<file path="src/core/adcc_pkg.sv">
// Package with constants and carrier types of the converter control block
package adcc_pkg;
	localparam logic [7:0] ADDR_CONTROL   = 8'hC0;
	localparam logic [7:0] ADDR_RESULT    = 8'hC5;
	localparam logic [7:0] ADDR_IEN1      = 8'hE8;
	localparam logic [7:0] ADDR_GATE      = 8'hF6;
	localparam int BIT_ENABLE    = 7;
	localparam int BIT_DONE      = 4;
	localparam int BIT_START     = 3;
	localparam int BIT_IRQ_EN    = 4;
	localparam logic [7:0] RESET_BYTE = 8'h00;
	// Successive approximation: one bit per cycle plus sample cycle
	localparam int CONV_BITS     = 8;
	localparam logic [3:0] CONV_CYCLES = 4'h9;
	localparam int SETTLE_US     = 10;
	localparam int CLK_MHZ       = 100;
	localparam int SETTLE_CYCLES = SETTLE_US * CLK_MHZ;

	typedef enum logic [1:0] {
		ADCC_IDLE = 2'b01,
		ADCC_CONV = 2'b10
	} adcc_state_t;

	typedef struct packed {
		adcc_state_t state;
		logic        enable;
		logic        start_busy;
		logic        done;
		logic [1:0]  channel;
		logic        irq_en;
		logic [3:0]  count;
		logic [7:0]  trial;
		logic [7:0]  result;
		logic [7:0]  gate;
		logic [7:0] port0_s1;
		logic [7:0] port0_s2;
		logic [7:0] port0_read;
		logic [7:0] rdata;
		logic        irq;
		logic        result_dac_oe;
		logic [1:0]  mux_sel;
	} adcc_regs_t;
endpackage : adcc_pkg

</file>
<file path="src/core/adcc_top.sv">
// Converter control logic with its special function registers
`timescale 1ns/1ps
`default_nettype none
module adcc_top (
	input  wire logic       clk_sys,
	input  wire logic       reset_n,
	input  wire logic [7:0] sfr_addr,
	input  wire logic       sfr_wr,
	input  wire logic       sfr_rd,
	input  wire logic [7:0] sfr_wdata,
	output logic      [7:0] sfr_rdata,
	input  wire logic       global_irq_en,
	input  wire logic       irq_highest,
	input  wire logic       comparator_hi,
	input  wire logic [7:0] port0_pins,
	output logic      [7:0] port0_read,
	output logic      [7:0] port0_input_off,
	output logic      [1:0] mux_sel,
	output logic      [7:0] sar_trial,
	output logic      [7:0] shared_result_value,
	output logic            result_dac_oe,
	output logic            conv_irq
);
	adcc_pkg::adcc_regs_t r;
	adcc_pkg::adcc_regs_t next_r;
	logic wr_ctl;
	logic go;
	logic fin;

	// Next-state logic; one clean path per register
	always_comb begin
		next_r = r;
		wr_ctl = sfr_wr && sfr_addr == adcc_pkg::ADDR_CONTROL;
		// Start blocked while busy or done still set
		go = wr_ctl && sfr_wdata[adcc_pkg::BIT_START] && !r.start_busy
			&& !r.done && r.enable;
		fin = r.state == adcc_pkg::ADCC_CONV
			&& r.count == adcc_pkg::CONV_CYCLES;
		if (wr_ctl) begin
			// Disable refused while busy or done
			if (sfr_wdata[adcc_pkg::BIT_ENABLE] || (!r.start_busy && !r.done))
				next_r.enable = sfr_wdata[adcc_pkg::BIT_ENABLE];
			// Writing zero clears done; hardware set below wins
			if (!sfr_wdata[adcc_pkg::BIT_DONE])
				next_r.done = 1'b0;
			// Channel changes only with an accepted start
			if (go)
				next_r.channel = sfr_wdata[1:0];
		end
		if (sfr_wr && sfr_addr == adcc_pkg::ADDR_IEN1)
			next_r.irq_en = sfr_wdata[adcc_pkg::BIT_IRQ_EN];
		if (sfr_wr && sfr_addr == adcc_pkg::ADDR_GATE)
			next_r.gate = sfr_wdata;
		// Sequencer: one sample cycle, then one cycle per result bit
		unique case (r.state)
			adcc_pkg::ADCC_IDLE: begin
				if (go) begin
					next_r.state = adcc_pkg::ADCC_CONV;
					next_r.start_busy = 1'b1;
					next_r.count = 4'h0;
					next_r.trial = 8'h80;
				end
			end
			adcc_pkg::ADCC_CONV: begin
				next_r.count = r.count + 4'h1;
				if (r.count != 4'h0 && !fin) begin
					// Count one decides the MSB; constant indices only,
					// so no select ever runs below bit zero
					for (int i = 0; i < adcc_pkg::CONV_BITS; i++) begin
						if (int'(r.count) == adcc_pkg::CONV_BITS - i
							&& !comparator_hi)
							next_r.trial[i] = 1'b0;
						if (int'(r.count) == adcc_pkg::CONV_BITS - 1 - i)
							next_r.trial[i] = 1'b1;
					end
				end
				if (fin) begin
					next_r.state = adcc_pkg::ADCC_IDLE;
					next_r.start_busy = 1'b0;
					next_r.done = 1'b1;
					next_r.result = r.trial;
				end
			end
		endcase
		// Input buffers gated; disabled bits read zero
		next_r.port0_s1 = port0_pins;
		next_r.port0_s2 = r.port0_s1;
		next_r.port0_read = r.port0_s2 & ~r.gate;
		// Read mux; unmapped addresses read zero
		next_r.rdata = adcc_pkg::RESET_BYTE;
		if (sfr_rd) begin
			unique case (sfr_addr)
				adcc_pkg::ADDR_CONTROL: next_r.rdata = {r.enable, 2'b00,
					r.done, r.start_busy, 1'b0, r.channel};
				adcc_pkg::ADDR_RESULT: next_r.rdata = r.result;
				adcc_pkg::ADDR_IEN1: next_r.rdata = {3'b000, r.irq_en, 4'h0};
				adcc_pkg::ADDR_GATE: next_r.rdata = r.gate;
				default: next_r.rdata = adcc_pkg::RESET_BYTE;
			endcase
		end
		// Registered outputs; the interrupt lags done by one cycle
		next_r.irq = r.done && r.irq_en && global_irq_en && irq_highest;
		next_r.result_dac_oe = !r.enable;
		next_r.mux_sel = r.channel;
	end

	// State register; reset to constants only
	always_ff @(posedge clk_sys or negedge reset_n) begin
		if (!reset_n) begin
			r <= '{state: adcc_pkg::ADCC_IDLE, default: '0};
		end else begin
			r <= next_r;
		end
	end

	// Outputs straight from the state register
	assign sfr_rdata = r.rdata;
	assign port0_read = r.port0_read;
	assign port0_input_off = r.gate;
	assign mux_sel = r.mux_sel;
	assign sar_trial = r.trial;
	assign shared_result_value = r.result;
	assign result_dac_oe = r.result_dac_oe;
	assign conv_irq = r.irq;

	// Channel frozen while busy; loaded only by an accepted start
	chan_hold_a: assert property (
		@(posedge clk_sys) disable iff (!reset_n)
		r.start_busy |=> $stable(r.channel) || !$past(r.start_busy))
		else $error("channel changed during conversion");
	chan_load_a: assert property (
		@(posedge clk_sys) disable iff (!reset_n)
		go |=> r.channel == $past(sfr_wdata[1:0]))
		else $error("channel not taken with accepted start");

	// A write that only clears done leaves the channel alone
	chan_clear_a: assert property (
		@(posedge clk_sys) disable iff (!reset_n)
		wr_ctl && !go |=> $stable(r.channel))
		else $error("channel changed without a start");
	sar_first_a: assert property (
		@(posedge clk_sys) disable iff (!reset_n)
		go |=> r.trial == 8'h80)
		else $error("first trial code not mid scale");

	// Busy rises on the start edge and is checked high for the next eight cycles
	start_set_a: assert property (
		@(posedge clk_sys) disable iff (!reset_n)
		go |=> r.start_busy && r.state == adcc_pkg::ADCC_CONV)
		else $error("start not reported as busy");
	start_busy_a: assert property (
		@(posedge clk_sys) disable iff (!reset_n)
		go && r.state == adcc_pkg::ADCC_IDLE |=> r.start_busy [*8])
		else $error("busy not held during conversion");

	// Busy and done change on one edge at completion
	finish_pair_a: assert property (
		@(posedge clk_sys) disable iff (!reset_n)
		$fell(r.start_busy) |-> $rose(r.done))
		else $error("busy and done not updated together");
	done_set_a: assert property (
		@(posedge clk_sys) disable iff (!reset_n)
		fin |=> r.done && !r.start_busy)
		else $error("done not set at completion");

	// Busy stays up for ten samples; done blocks a restart
	conv_len_a: assert property (
		@(posedge clk_sys) disable iff (!reset_n)
		$rose(r.start_busy) |-> ##10 $fell(r.start_busy))
		else $error("conversion length wrong");
	no_restart_a: assert property (
		@(posedge clk_sys) disable iff (!reset_n)
		r.done && !r.start_busy |=> !r.start_busy)
		else $error("conversion started with done set");

	// Interrupt follows its four conditions one cycle late
	irq_gate_a: assert property (
		@(posedge clk_sys) disable iff (!reset_n)
		r.irq |-> $past(r.done && r.irq_en && global_irq_en && irq_highest))
		else $error("interrupt without cause");
	irq_raise_a: assert property (
		@(posedge clk_sys) disable iff (!reset_n)
		r.done && r.irq_en && global_irq_en && irq_highest |=> r.irq)
		else $error("interrupt missing");

	// Result loads only at completion and then holds
	result_hold_a: assert property (
		@(posedge clk_sys) disable iff (!reset_n)
		!r.start_busy && !$past(r.start_busy) |-> $stable(r.result))
		else $error("result changed outside conversion");
	result_load_a: assert property (
		@(posedge clk_sys) disable iff (!reset_n)
		fin |=> r.result == $past(r.trial))
		else $error("result not loaded at completion");

	// Shared value register: the pin is driven only when disabled
	dac_pin_a: assert property (
		@(posedge clk_sys) disable iff (!reset_n)
		r.enable |=> !r.result_dac_oe)
		else $error("dac driven while converter enabled");
	dac_drive_a: assert property (
		@(posedge clk_sys) disable iff (!reset_n)
		!r.enable |=> r.result_dac_oe)
		else $error("dac not driven while converter disabled");

	// Gate register loads from the bus and masks port reads
	gate_load_a: assert property (
		@(posedge clk_sys) disable iff (!reset_n)
		sfr_wr && sfr_addr == adcc_pkg::ADDR_GATE |=> r.gate == $past(sfr_wdata))
		else $error("gate register not written");
	gate_read_a: assert property (
		@(posedge clk_sys) disable iff (!reset_n)
		##1 (r.port0_read & $past(r.gate)) == 8'h00)
		else $error("disabled port bit read as one");

	// Enable stays while work is pending; mux follows the channel
	enable_keep_a: assert property (
		@(posedge clk_sys) disable iff (!reset_n)
		r.enable && (r.start_busy || r.done) |=> r.enable)
		else $error("enable cleared while busy or done");
	mux_follow_a: assert property (
		@(posedge clk_sys) disable iff (!reset_n)
		##1 r.mux_sel == $past(r.channel))
		else $error("mux select does not follow channel");
endmodule : adcc_top
`default_nettype wire

</file>
<file path="config.mk">
export PLATFORM = sky130hd
export DESIGN_NAME = adcc_top
export DESIGN_NICKNAME = d
export VERILOG_FILES = /design/src/core/adcc_pkg.sv /design/src/core/adcc_top.sv
export SDC_FILE = /design/constraint.sdc
export NUM_CORES = 1
export LEC_CHECK = 0
export ABC_AREA = 1
export BUFFER_PORTS_ARGS = -buffer_cell sky130_fd_sc_hd__buf_2
export CAP_MARGIN = 20
export CORE_MARGIN = 2
export CORE_UTILIZATION = 30
export CTS_BUF_LIST = sky130_fd_sc_hd__clkbuf_8
export CTS_CLUSTER_DIAMETER = 40
export DETAILED_ROUTE_END_ITERATION = 6
export MAX_ROUTING_LAYER = met4
export PLACE_DENSITY_LB_ADDON = 0.3
export SLEW_MARGIN = 20
export SYNTH_ARGS = -nofsm -noshare
export SYNTH_HDL_FRONTEND = slang
export SYNTH_SLANG_ARGS = --single-unit
</file>
<file path="constraint.sdc">
create_clock -name clk_sys -period 2 [get_ports clk_sys]
set_clock_uncertainty 0.05 [all_clocks]
set_input_delay 0.4 -clock clk_sys [delete_from_list [all_inputs] [get_ports clk_sys]]
set_output_delay 0.4 -clock clk_sys [all_outputs]
set_load 0.02 [all_outputs]
</file>
==> metrics.txt <==
outcome finished with violations; failing checks hold timing; r2r setup slk 0.41 ns; Sw Ratio 36.0%; Initial Util between 30% and 40%; TritonCTS clock tree built; power share of the combinational group between 20% and 30%; crit-path most repeated cell nand3_1; delay-heaviest family, CP simple AND/OR/NAND/NOR gates; Via-to-Cell Ratio 4.22; Filler Cell Count 1135; TritonCTS buffer count 9; simple-gate portion of the synthesized area 25.9%; r2r endpoint sar_trial[6]$_DFFE_PN0P_; slowest CP cell dfrtp_1; Worst slew margin 59.2%; Setup TNS 0 ns; Area Growth Syn to Fin 14.2%; post-cts resize count 0; CP Depth 7; peak supply drop 424 uV; commonest non-fill, non-tap cell in the layout nand2_1; crit-path max FO 4; # rows 38; diode count 0; Buf+Inv Stages, Crit Path 1; clk_lat worst skew 0.35 ns; GRT Total Usage 13.1%; FF-to-FF path depth 7; Max-Cap Viols 0; Via Count around 2400; Synth Area in Adders under 10%; Syn Nets 425; sequential element share of the synthesized area 53.5%; Final Cell Area 3800 sq um; Avg Cell Area, Syn 8.52 sq um; Routed Antenna Nets 0; Unique masters post-synth 23; CTS Hold Bufs 0; clock power share approximately 29%; largest net degree at the start of global routing 43; Post-Synth XOR/XNOR Area 0%; worst hold slack -0.00350 ns; root buffer cell clkbuf_8; # setup viols final 0; Nets 467; final worst-path cycle share 79.7%; TritonCTS Sinks between 70 and 80; Reg2Reg Launch Point r[61]$_DFFE_PN0P_; share of layout cells above drive strength 1 24.9%; Leak 2.14 nW; dominant combinational cell family by area after synthesis simple AND/OR/NAND/NOR gates; Slew @ Worst Pin approximately 0.61 ns; Reg power frac a little over two fifths; sw power 0.00158 W; vias in the first global route 2317; Hold WC Path Type in -> async; Cells after Synth 390; Worst Slack Setup Final 0.406 ns; global route overflow 0; Vert. Die Dim roughly 110 microns; core box area ~11000 sq um; pwr/cell area between 1000 and 1500 nW/um^2; Crit. Startpoint r[61]$_DFFE_PN0P_; crit path time final 1.59 ns; PortBufs 74; Worst Path Arrival 1.78 ns; first-pass GRT wire length 11400 microns; post-CTS setup buffer count 0; Post-Route WL just over 7000 microns; Setup CP Type reg -> reg; die area about 12000 sq um; Crit. End Element flop; Worst setup endpoint sar_trial[6]$_DFFE_PN0P_; drt drc 0; Ys Warns 0; Pre-antenna DRT Iters 4; total I/O pin count 75; DR iter-0 viols 58; Die Wd 109 microns; HPWL after DPL 5450 microns; kind of start point of the critical path flop; Area after DPL 3580 sq um; multiplexer share of the synthesized area 0%; mapped cell area 3320 sq um; RSZ-0062 raised after global routing false; fmax roughly 630 MHz; Internal Power 0.00280 W; pre-CTS setup slack between 0.15 and 0.2 ns; routed len/inst 12.3 microns; final slew viol count 0; Hold Violations, Final 1; most frequent cells in the layout nand2_1 (122), buf_2 (73), dfrtp_1 (70); clock transition at the registers of the reported paths 0.08 ns; initial antenna violation count 0; clock tree buffer depth 2; Synth Register Bits 71; Critical Path RT ~2.2 ns; H-tree levels 3; Synth Area in Compound Gates 4.03%; slowest stage delay, CP 0.42 ns; Critical Path, Cell by Cell inv_1 -> ha_1 -> nand3_1 -> a21oi_2 -> nor2_1 -> nand3_1 -> nand2_1; Final GP Congestion 0.902
-- worst min-delay path by stage --
stage / start / end / slack [ns] / depth (start not counted)
after floorplan: reset_n / conv_irq$_DFF_PN0_ / 0.05 / 0
after CTS: reset_n / r[21]$_DFF_PN0_ / 0.009 / 1
after global placement: next_r[27]$_DFF_PN0_ / r[27]$_DFF_PN0_ / 0.28 / 0
after detailed placement: next_r[23]$_DFF_PN0_ / r[23]$_DFF_PN0_ / 0.29 / 0
after global routing: reset_n / port0_read[0]$_DFF_PN0_ / 0.02 / 1
final: reset_n / port0_read[0]$_DFF_PN0_ / -0.003 / 1
-- routing by layer --
layer	global-route usage (%)	share of wire (%)	up-vias
met2	21.1	49	56
met4	2.89	1.0	0
met5	-	0	-
met1	15.7	45	1143
li1	-	-	1229
met3	4.72	5.2	8
-- synth_stat cells (all sizes together) --
library cell / n / area, sq um
o21ai: 20 / 100
or2: 1 / 6.26
nor2: 53 / 233
ha: 4 / 50.1
nand3: 18 / 108
buf: 47 / 350
nand2: 128 / 500
nand4: 1 / 6.26
nand3b: 1 / 7.51
dfrtp: 70 / 1750
dfstp: 1 / 26.3
a21oi: 6 / 33.8
inv: 40 / 150
-- sequential cells by signal, summed over array words and instances, names as in the netlist --
register and count:
port0_read 8, mux_sel 2, next_r 10, r 17, port0_input_off 8, shared_result_value 8, result_dac_oe 1, sfr_rdata 8
sar_trial 8, conv_irq 1
-- final cells by class --
class | instances | area, sq um | area share (%)
flip-flops and latches | 71 | 1780 | 46.8
multi-input cells | 232 | 1040 | 27.5
repair buffers | 78 | 428 | 11.3
well taps | 140 | 175 | 4.61
inverters | 40 | 150 | 3.96
clock buffers | 9 | 124 | 3.26
clock inverters | 7 | 96.3 | 2.54
-- cells by family (layout without fill, tap and decap cells) --
logic type,Yosys count,count (layout)
compound gates,26,26
simple gates,202,202
buf+inv,87,134
fa+ha+maj,4,4
flops,71,71
-- per-stage QoR --
stage	power, W	utilization, %	std cells
floorplan	0.00289	-	390
global placement	0.00312	33.0	561
detailed placement	0.00315	33.0	561
CTS	0.00445	35.0	577
global route	0.00471	35.0	577
finish	0.00437	35.0	577
-- power by group through the flow --
| stage | sequential [W] | clock [W] | combinational (W) |
|---|---|---|---|
| 6_report | 0.00185 | 0.00127 | 0.00125 |
| 5_1_grt | 0.00189 | 0.00139 | 0.00143 |
| 4_1_cts | 0.00185 | 0.00132 | 0.00128 |
| 3_5_place_dp | 0.00188 | 0 | 0.00127 |
| 3_3_place_gp | 0.00187 | 0 | 0.00125 |
| 2_1_floorplan | 0.00180 | 0 | 0.00110 |
-- worst register-to-register path, cell delays in order, from the launching register on --
cell	delay [ns]
dfrtp_1	0.42
inv_1	0.11
ha_1	0.21
nand3_1	0.18
a21oi_2	0.27
nor2_1	0.10
nand3_1	0.10
nand2_1	0.06
No activity file was read; power rests on OpenSTA's default activity.
